## config.mk

```make
export PLATFORM = sky130hd
export DESIGN_NAME = smpc_controller
export DESIGN_NICKNAME = d
export VERILOG_FILES = /design/src/hdl/smpc_pkg.sv /design/src/hdl/smpc_period_timer.sv /design/src/hdl/smpc_controller.sv
export VERILOG_INCLUDE_DIRS = /design/src /design/src/hdl
export SDC_FILE = /design/constraint.sdc
export NUM_CORES = 1
export LEC_CHECK = 0
export BUFFER_PORTS_ARGS = -buffer_cell sky130_fd_sc_hd__buf_2
export CORE_MARGIN = 1
export CORE_UTILIZATION = 56
export DETAILED_ROUTE_END_ITERATION = 6
export PLACE_DENSITY_LB_ADDON = 0.3
export SYNTH_ARGS = -nofsm -noshare
export SYNTH_HDL_FRONTEND = slang
export SYNTH_HIERARCHICAL = 1
export SYNTH_SLANG_ARGS = --single-unit
```

## constraint.sdc

```tcl
create_clock -name mclk -period 4.2 [get_ports mclk]
set_input_delay 0.84 -clock mclk [delete_from_list [all_inputs] [get_ports mclk]]
set_output_delay 0.84 -clock mclk [all_outputs]
set_load 0.02 [all_outputs]
```

## src/hdl/smpc_cfg.svh

```systemverilog
// Register offsets, field positions, reset values and timing figures of the pulse controller.
// Assumes it is included by bare name from every file that needs a constant.
`ifndef SMPC_CFG_SVH
`define SMPC_CFG_SVH

// Register bus geometry.
`define SMPC_ADDR_W 9
`define SMPC_DATA_W 8
`define SMPC_OFS_TIMING 9'h111
`define SMPC_OFS_MODE 9'h112
`define SMPC_OFS_STATUS 9'h113
`define SMPC_RST_TIMING 8'h00
`define SMPC_RST_MODE 8'h00
`define SMPC_READ_ZERO 8'h00

// Timing control fields.
`define SMPC_DIV_HI 7
`define SMPC_DIV_LO 6
`define SMPC_MIN_HI 5
`define SMPC_MIN_LO 4
`define SMPC_MAX_HI 3
`define SMPC_MAX_LO 2
`define SMPC_FIX_HI 1
`define SMPC_FIX_LO 0

// Mode control fields; bit 4 is unimplemented and reads as zero.
`define SMPC_BIT_ENABLE 7
`define SMPC_BIT_POL_A 6
`define SMPC_BIT_POL_B 5
`define SMPC_BIT_UNUSED 4
`define SMPC_BIT_RAMP 3
`define SMPC_BIT_DUAL 2
`define SMPC_BIT_PWM 1
`define SMPC_BIT_BOTH 0

// Status fields.
`define SMPC_STS_ACTIVE 0
`define SMPC_STS_SECOND 1
`define SMPC_STS_FEEDBACK 2
`define SMPC_STS_ENABLED 3

// Period counter: last count of each period, for divide by 128, 64, 32, 16.
`define SMPC_CNT_W 7
`define SMPC_LAST_128 7'h7F
`define SMPC_LAST_64 7'h3F
`define SMPC_LAST_32 7'h1F
`define SMPC_LAST_16 7'h0F
`define SMPC_CNT_ONE 7'h01
`define SMPC_CNT_ZERO 7'h00

// Duty points counted in sixteenths of the period.
`define SMPC_PH_W 4
`define SMPC_PH_0 4'h0
`define SMPC_PH_2 4'h2
`define SMPC_PH_4 4'h4
`define SMPC_PH_6 4'h6
`define SMPC_PH_8 4'h8
`define SMPC_PH_10 4'hA
`define SMPC_PH_12 4'hC
`define SMPC_PH_15 4'hF

`endif

```

## src/hdl/smpc_pkg.sv

```systemverilog
// Types shared by the pulse controller files.
// Assumes the constant header is compiled alongside it.
package smpc_pkg;

  // Pulse sequencer states.
  typedef enum logic [1:0] {
    SMPC_OFF,
    SMPC_WAIT,
    SMPC_ON
  } smpc_pulse_t;

  // Period divider codes.
  typedef logic [1:0] smpc_sel_t;

endpackage

```

## src/hdl/smpc_period_timer.sv

```systemverilog
// Free-running period counter of the pulse controller.
// Assumes one clock, a synchronous active-low reset and a stable divider while running.
`timescale 1ns/1ps
`include "smpc_cfg.svh"

module smpc_period_timer (
  input wire logic mclk,
  input wire logic nrst,
  input wire logic run,
  input wire smpc_pkg::smpc_sel_t divSel,
  output logic lastCyc,
  output logic [`SMPC_PH_W-1:0] nextPhase
);

  logic [`SMPC_CNT_W-1:0] count_q;
  logic [`SMPC_CNT_W-1:0] count_d;
  logic [`SMPC_CNT_W-1:0] lastCount;

  // Last count of the period for the chosen divider.
  function automatic logic [`SMPC_CNT_W-1:0] last_of(input smpc_pkg::smpc_sel_t sel);
    case (sel)
      2'h0: last_of = `SMPC_LAST_128;
      2'h1: last_of = `SMPC_LAST_64;
      2'h2: last_of = `SMPC_LAST_32;
      default: last_of = `SMPC_LAST_16;
    endcase
  endfunction

  // Sixteenth of the period that a count falls in.
  function automatic logic [`SMPC_PH_W-1:0] phase_of(input logic [`SMPC_CNT_W-1:0] cnt,
                                                      input smpc_pkg::smpc_sel_t sel);
    case (sel)
      2'h0: phase_of = cnt[6:3];
      2'h1: phase_of = cnt[5:2];
      2'h2: phase_of = cnt[4:1];
      default: phase_of = cnt[3:0];
    endcase
  endfunction

  // The compare is at-or-above so a divider change cannot run the count away.
  always_comb begin
    lastCount = last_of(divSel);
    lastCyc = run && (count_q >= lastCount);
    count_d = lastCyc ? `SMPC_CNT_ZERO : count_q + `SMPC_CNT_ONE;
    nextPhase = phase_of(count_d, divSel);
  end

  // The count runs on every system clock while enabled and rests at zero otherwise.
  always_ff @(posedge mclk) begin
    if (!nrst || !run) begin
      count_q <= `SMPC_CNT_ZERO;
    end else begin
      count_q <= count_d; // [RULE24] [RULE25]
    end
  end

endmodule

```

## src/hdl/smpc_controller.sv

```systemverilog
// Switch-mode pulse controller: registers, pulse sequencer and the two pulse pins.
// Assumes synchronous comparator inputs and a master that keeps the strobe protocol.
//
// Contract
// RULE1 - Pulse-skip samples feedback just before each start.
// RULE2 - High sample gives fixed pulse; low skips.
// RULE3 - Both comparators selected: both must be high.
// RULE4 - Started skip pulse ignores feedback until duty.
// RULE5 - Single mode pulses primary only within limits.
// RULE6 - Dual mode alternates pulses between both outputs.
// RULE7 - Dual mode duty never exceeds half period.
// RULE8 - Ramp switch pulls secondary low last sixteenth.
// RULE9 - Ramp switch ignores secondary polarity.
// RULE10 - Outputs float after reset until configured.
// RULE11 - Divider field selects period of 128..16 clocks.
// RULE12 - Software stops controller before changing divider.
// RULE13 - Minimum duty field gives 0..3/8 forced time.
// RULE14 - Maximum duty field gives 1/2..15/16 cutoff.
// RULE15 - Fixed duty field gives 1/8..15/16 skip width.
// RULE16 - Controller runs only while enable bit set.
// RULE17 - Modulation bit picks width or skip mode.
// RULE18 - Input bit selects one or both comparators.
// RULE19 - Output-mode bit selects dual or single output.
// RULE20 - Polarity bit set makes output active low.
// RULE21 - Ramp enable only acts in single mode.
// RULE22 - Software clears port direction bits for pins.
// RULE23 - Width mode ends on falling feedback or maximum.
// RULE24 - All timing derives from the system clock.
// RULE25 - Free counter compared against decoded duty points.
//
// Design decision made here: the plain strobed port.
`timescale 1ns/1ps
`include "smpc_cfg.svh"

module smpc_controller (
  input wire logic mclk,
  input wire logic nrst,
  input wire logic [`SMPC_ADDR_W-1:0] regAddr,
  input wire logic [`SMPC_DATA_W-1:0] regWrData,
  input wire logic regWrite,
  input wire logic regRead,
  output logic [`SMPC_DATA_W-1:0] regRdData_q,
  input wire logic firstComparatorResult,
  input wire logic secondComparatorResult,
  output logic primaryPulseOut_q,
  output logic primaryPulseOeN_q,
  output logic secondaryPulseOut_q,
  output logic secondaryPulseOeN_q
);

  logic [`SMPC_DATA_W-1:0] pulseTimingControl_q;
  logic [`SMPC_DATA_W-1:0] pulseModeControl_q;
  smpc_pkg::smpc_pulse_t state_q;
  smpc_pkg::smpc_pulse_t state_d;
  logic toSecond_q;
  logic toSecond_d;
  logic feedbackPrev_q;
  logic feedback;
  logic feedbackFall;
  logic startOk;
  logic pulseActive;
  logic lastCyc;
  logic [`SMPC_PH_W-1:0] nextPhase;
  logic moduleEnable;
  logic modulationSelect;
  logic feedbackInputSelect;
  logic outputMode;
  logic rampSwitchActive;
  logic [`SMPC_PH_W-1:0] minPoint;
  logic [`SMPC_PH_W-1:0] maxPoint;
  logic [`SMPC_PH_W-1:0] fixedPoint;
  logic [`SMPC_DATA_W-1:0] statusWord;

  // Minimum duty point in sixteenths.
  function automatic logic [`SMPC_PH_W-1:0] min_point(input logic [1:0] code);
    case (code)
      2'h0: min_point = `SMPC_PH_0;
      2'h1: min_point = `SMPC_PH_2;
      2'h2: min_point = `SMPC_PH_4;
      default: min_point = `SMPC_PH_6;
    endcase
  endfunction

  // Maximum duty point in sixteenths.
  function automatic logic [`SMPC_PH_W-1:0] max_point(input logic [1:0] code);
    case (code)
      2'h0: max_point = `SMPC_PH_8;
      2'h1: max_point = `SMPC_PH_10;
      2'h2: max_point = `SMPC_PH_12;
      default: max_point = `SMPC_PH_15;
    endcase
  endfunction

  // Fixed pulse-skip duty point in sixteenths.
  function automatic logic [`SMPC_PH_W-1:0] fixed_point(input logic [1:0] code);
    case (code)
      2'h0: fixed_point = `SMPC_PH_2;
      2'h1: fixed_point = `SMPC_PH_6;
      2'h2: fixed_point = `SMPC_PH_10;
      default: fixed_point = `SMPC_PH_15;
    endcase
  endfunction

  // Field decode of the two control registers.
  assign moduleEnable = pulseModeControl_q[`SMPC_BIT_ENABLE]; // [RULE16]
  assign modulationSelect = pulseModeControl_q[`SMPC_BIT_PWM]; // [RULE17]
  assign feedbackInputSelect = pulseModeControl_q[`SMPC_BIT_BOTH];
  assign outputMode = pulseModeControl_q[`SMPC_BIT_DUAL];
  assign rampSwitchActive = pulseModeControl_q[`SMPC_BIT_RAMP] && !outputMode; // [RULE21]
  assign minPoint = min_point(pulseTimingControl_q[`SMPC_MIN_HI:`SMPC_MIN_LO]); // [RULE13]
  assign maxPoint = max_point(pulseTimingControl_q[`SMPC_MAX_HI:`SMPC_MAX_LO]); // [RULE14]
  assign fixedPoint = fixed_point(pulseTimingControl_q[`SMPC_FIX_HI:`SMPC_FIX_LO]); // [RULE15]

  // Period counter; the divider is taken as steady while the block runs.
  smpc_period_timer periodTimer (
    .mclk(mclk),
    .nrst(nrst),
    .run(moduleEnable),
    .divSel(pulseTimingControl_q[`SMPC_DIV_HI:`SMPC_DIV_LO]), // [RULE11] [RULE12]
    .lastCyc(lastCyc),
    .nextPhase(nextPhase)
  );

  // Feedback is the first comparator, or both anded when selected.
  assign feedback = firstComparatorResult &&
                    (secondComparatorResult || !feedbackInputSelect); // [RULE18] [RULE3]
  assign feedbackFall = feedbackPrev_q && !feedback;

  // Start decision taken in the last cycle of the period before.
  always_comb begin
    if (modulationSelect) begin
      startOk = (minPoint != `SMPC_PH_0) || feedback;
    end else begin
      startOk = feedback; // [RULE1] [RULE2]
    end
  end

  // Pulse sequencer: decides whether the pulse stands in the coming cycle.
  always_comb begin
    state_d = state_q;
    case (state_q)
      smpc_pkg::SMPC_OFF: begin
        if (moduleEnable) begin
          state_d = smpc_pkg::SMPC_WAIT;
        end
      end
      smpc_pkg::SMPC_WAIT: begin
        if (lastCyc && startOk) begin
          state_d = smpc_pkg::SMPC_ON;
        end
      end
      smpc_pkg::SMPC_ON: begin
        if (lastCyc) begin
          state_d = startOk ? smpc_pkg::SMPC_ON : smpc_pkg::SMPC_WAIT;
        end else if (!modulationSelect) begin
          if (nextPhase >= fixedPoint) begin
            state_d = smpc_pkg::SMPC_WAIT; // [RULE4]
          end
        end else if (nextPhase >= maxPoint) begin
          state_d = smpc_pkg::SMPC_WAIT; // [RULE23]
        end else if (nextPhase >= minPoint && feedbackFall) begin
          state_d = smpc_pkg::SMPC_WAIT; // [RULE23]
        end
      end
      default: begin
        state_d = smpc_pkg::SMPC_OFF;
      end
    endcase
    if (!moduleEnable) begin
      state_d = smpc_pkg::SMPC_OFF;
    end
  end

  assign pulseActive = (state_d == smpc_pkg::SMPC_ON);

  // Steering flips at every period boundary in dual mode.
  always_comb begin
    toSecond_d = toSecond_q;
    if (!moduleEnable || !outputMode) begin
      toSecond_d = 1'b0;
    end else if (lastCyc) begin
      toSecond_d = !toSecond_q; // [RULE6] [RULE7]
    end
  end

  // Sequencer state, steering and the feedback history.
  always_ff @(posedge mclk) begin
    if (!nrst) begin
      state_q <= smpc_pkg::SMPC_OFF;
      toSecond_q <= 1'b0;
      feedbackPrev_q <= 1'b0;
    end else begin
      state_q <= state_d;
      toSecond_q <= toSecond_d;
      feedbackPrev_q <= feedback;
    end
  end

  // Primary pin: driven while enabled, polarity applied on the way out.
  always_ff @(posedge mclk) begin
    if (!nrst) begin
      primaryPulseOut_q <= 1'b0;
      primaryPulseOeN_q <= 1'b1; // [RULE10]
    end else begin
      primaryPulseOeN_q <= !moduleEnable; // [RULE10]
      primaryPulseOut_q <= (pulseActive && !toSecond_d) ^
                           pulseModeControl_q[`SMPC_BIT_POL_A]; // [RULE5] [RULE20]
    end
  end

  // Secondary pin: alternate pulses in dual mode, a pull-low ramp switch otherwise.
  always_ff @(posedge mclk) begin
    if (!nrst) begin
      secondaryPulseOut_q <= 1'b0;
      secondaryPulseOeN_q <= 1'b1; // [RULE10]
    end else if (moduleEnable && outputMode) begin
      secondaryPulseOeN_q <= 1'b0; // [RULE19]
      secondaryPulseOut_q <= (pulseActive && toSecond_d) ^
                             pulseModeControl_q[`SMPC_BIT_POL_B]; // [RULE6] [RULE20]
    end else if (moduleEnable && rampSwitchActive && !lastCyc && nextPhase == `SMPC_PH_15) begin
      secondaryPulseOeN_q <= 1'b0; // [RULE8]
      secondaryPulseOut_q <= 1'b0; // [RULE9]
    end else begin
      secondaryPulseOeN_q <= 1'b1; // [RULE19]
      secondaryPulseOut_q <= 1'b0;
    end
  end

  // Register writes; the unimplemented mode bit is never stored.
  always_ff @(posedge mclk) begin
    if (!nrst) begin
      pulseTimingControl_q <= `SMPC_RST_TIMING;
      pulseModeControl_q <= `SMPC_RST_MODE;
    end else if (regWrite) begin
      if (regAddr == `SMPC_OFS_TIMING) begin
        pulseTimingControl_q <= regWrData;
      end
      if (regAddr == `SMPC_OFS_MODE) begin
        pulseModeControl_q <= regWrData & ~(8'h01 << `SMPC_BIT_UNUSED);
      end
    end
  end

  // Status word shows the live pulse, steering and feedback.
  always_comb begin
    statusWord = `SMPC_READ_ZERO;
    statusWord[`SMPC_STS_ACTIVE] = (state_q == smpc_pkg::SMPC_ON);
    statusWord[`SMPC_STS_SECOND] = toSecond_q;
    statusWord[`SMPC_STS_FEEDBACK] = feedback;
    statusWord[`SMPC_STS_ENABLED] = moduleEnable;
  end

  // Read data stand in the cycle after the strobe and are zero otherwise.
  always_ff @(posedge mclk) begin
    if (!nrst || !regRead) begin
      regRdData_q <= `SMPC_READ_ZERO;
    end else begin
      case (regAddr)
        `SMPC_OFS_TIMING: regRdData_q <= pulseTimingControl_q;
        `SMPC_OFS_MODE: regRdData_q <= pulseModeControl_q;
        `SMPC_OFS_STATUS: regRdData_q <= statusWord;
        default: regRdData_q <= `SMPC_READ_ZERO;
      endcase
    end
  end
endmodule

```

==> flow_summary.ini <==
[yosys]
seq_area_frac_synth_pct = 36.2
ys.flop_type = dfxtp_1
synth_seq_cells = 38
syn_area_sq_um = 2100
yosysWarnings = 6
synth.largest_area_cell = dfxtp_1
avgSynthCellArea_sq_um = 8.45
yosysTopAreaCellShare_pct = 36.2
syn_inst = 249
synth_enable_flop_cells = 0
synthDistinctLibCells = 45
synth.top_cells.by_area = dfxtp_1 (36%), mux2i_1 (7.6%), nor2_1 (7.3%)
syn-num-nets = 284
async_reset_ff_share_pct = 0

[timing]
rsz0062_at_grt = false
fin_crit_sh_pct = 87.8
period_needed_ns = 3.69
finalHoldViolCount = 0
maxSlewViolCount = 0
fmax_ghz = 0.271
fin_ws_ns = 0.514
fin_skew_ns = 0.00541
finalSetupViolations = 0
worst_slew_pin_slew_ns = 0.548
fin_setup_tns_ns = 0
relSlewSlack_pct = 63.5

[floorplan]
start_util_pct = 60.6
rows = 21
die_w_um = 63.3
dieArea_sq_um = 4000
die_height_um = 63.3
coreArea_sq_um = 3470
io_pins = 35

[setup_path]
cp_max_fo = 13
cp-end-kind = flop
crit_type = reg2reg
worstSetupStartpointType = flop
cp.arrival_ns = 3.89
worst-endpoint-required_ns = 4.41

[placement]
port-buffer-count = 34
place.gp.congestion = 0.957
dp_hpwl_um = 3590
post-place-ws_ns = 0.663

[global_routing]
grt_max_degree = 19
antenna_found_initial = 0
globalRouteOverflowTotal = 0
grt_usage_pct = 24.8
grt_pass1_vias = 1641
grt_first_pass_wirelength_um = 7750

[drt]
wl_per_cell_um = 14.6
drtAntennaViolNets = 0
vias = 1869
viasPerCell = 5.73
first_iter_violations = 158
remaining_drc_errors = 0
drt_first_pass_iters = 4
totalWireLength_um = 4750

[clock_tree]
cts_max_level = 2
post_cts_buffers = 0
cts_resized = 0
ctsLongestPathBuffers = 2
cts_buffers = 5
clkSinkCount = 38
clk_pin_slew_ns = 0.07
holdBufCountCts = 0
clock_latency_ns = 0.28
cts_tree = built
root_buffer = clkbuf_8

[power]
vdd_drop_max_uv = 222
p_leak_nw = 1.07
powerDensity_nw_per_um2 = 288

[cells_and_area]
syn2layout_area_growth_pct = 14.3
nets = 315
diodes = 0
drive_above_1_share_pct = 18.2
num-fill-cells = 306

[worst_hold_path]
hold_class = reg2reg

[flow_run]
cap_violations = 0

[run_status]
status = finished, final reports clean
## power breakdown
part	leakage [nW]	total, mW	switching (mW)	internal, mW
clock	0.0573	0.306	0.117	0.190
sequential	0.306	0.361	0.000320	0.361
combinational	0.705	0.0243	0.0143	0.00999
total	1.07	0.692	0.131	0.561
## synth_stat cells (2+ instances only)
cell,n
nor2_1,41
dfxtp_1,38
mux2i_1,16
nand2_1,16
inv_1,14
ha_1,12
a21oi_1,10
o21ai_0,9
clkbuf_1,8
a22oi_1,7
nand3_1,7
nor2b_1,7
o21ai_1,5
xnor2_1,5
nand3b_1,4
o21a_1,4
and3_1,3
nand3_2,3
nand4_1,3
nor4_1,3
a311oi_1,2
a31oi_1,2
a32oi_1,2
buf_2,2
nand2b_1,2
nor4b_1,2
o2111a_1,2
o211ai_1,2
xor2_1,2
## stage by stage
stage | util, % | area [sq um] | power (mW) | cells | hold WS [ns]
6_report | 69.3 | 2400 | 0.692 | 326 | 0.500
5_1_grt | 69.3 | 2400 | 0.715 | 326 | 0.554
4_1_cts | 69.3 | 2400 | 0.698 | 326 | 0.507
3_5_place_dp | 66.1 | 2290 | 0.393 | 319 | 0.490
3_3_place_gp | 66.1 | 2290 | 0.393 | 319 | 0.476
2_1_floorplan | - | 2100 | 0.379 | 249 | 0.434
## routing by layer
metal,wire length (um),GRT usage (%),part of all wire (%),vias up
li1,-,-,-,940
met1,2240,35.0,47,848
met2,2110,37.1,44,74
met3,337,5.25,7.1,7
met4,57,8.81,1.2,0
met5,0,0,0,-
## kinds of logic (layout without fill, tap and decap cells)
group                      count (synthesis)  after routing  synth area share, %
and+or+nand+nor                           97             97                 24.0
DFF                                       38             38                 36.2
muxes                                     16             16                 7.61
AOI/OAI and AO/OA                         54             54                 17.6
buffers and inverters                     25             56                 4.58
xor gates and xnor gates                   7              7                 2.91
adders and majority gates                 12             12                 7.14
## cell usage in the layout, fill, tap and decap left out, drive strengths merged, types with 2 or more instances in the layout
master,instances
a211oi,2
a21oi,10
a22oi,7
a311oi,2
a31oi,2
a32oi,2
and3,3
buf,34
clkbuf,6
dfxtp,38
ha,12
inv,15
mux2i,16
nand2,16
nand2b,2
nand3,10
nand3b,4
nand4,3
nor2,42
nor2b,7
nor4,3
nor4b,3
o2111a,2
o211ai,2
o21a,4
o21ai,14
xnor2,5
xor2,2
## critical path, stage by stage, from the launching register on
cell,delay (ns)
dfxtp_1,0.59
nand2_1,0.18
inv_1,0.11
ha_1,0.23
nand4_1,0.14
nor2_1,0.07
a2111oi_2,0.35
a21oi_1,0.08
mux2i_1,0.28
inv_1,0.14
ha_1,0.30
nand2b_1,0.14
a211oi_1,0.23
a2bb2oi_1,0.26
o21ai_0,0.16
a21o_1,0.20
a21oi_1,0.15
## cell type report
cell class	count	area, sq um	share of cell area [%]
Timing Repair Buffer	34	170	7.08
Multi-Input combinational cell	186	1250	51.8
Inverter	15	56.3	2.34
Sequential cell	38	761	31.7
Tap cell	46	57.6	2.39
Clock buffer	6	82.6	3.44
Clock inverter	1	30.0	1.25
## sequential cells by signal, summed over array words and instances, names as in the netlist
register              flops
regRdData_q               8
state_q                   2
toSecond_q                1
primaryPulseOeN_q         1
pulseTimingControl_q      8
periodTimer/count_q       7
feedbackPrev_q            1
secondaryPulseOut_q       1
secondaryPulseOeN_q       1
primaryPulseOut_q         1
pulseModeControl_q        7
## path summary, 6_finish.rpt
check,startpoint,endpoint,slack [ns],cells after the start
worst max-delay path,pulseTimingControl_q[7],state_q[1],0.51,16
worst max register to register,pulseTimingControl_q[7],state_q[1],0.51,16
worst min-delay path,pulseTimingControl_q[1],pulseTimingControl_q[1],0.50,2
worst min register to register,pulseTimingControl_q[1],pulseTimingControl_q[1],0.50,2
No activity file was read; power rests on OpenSTA's default activity.
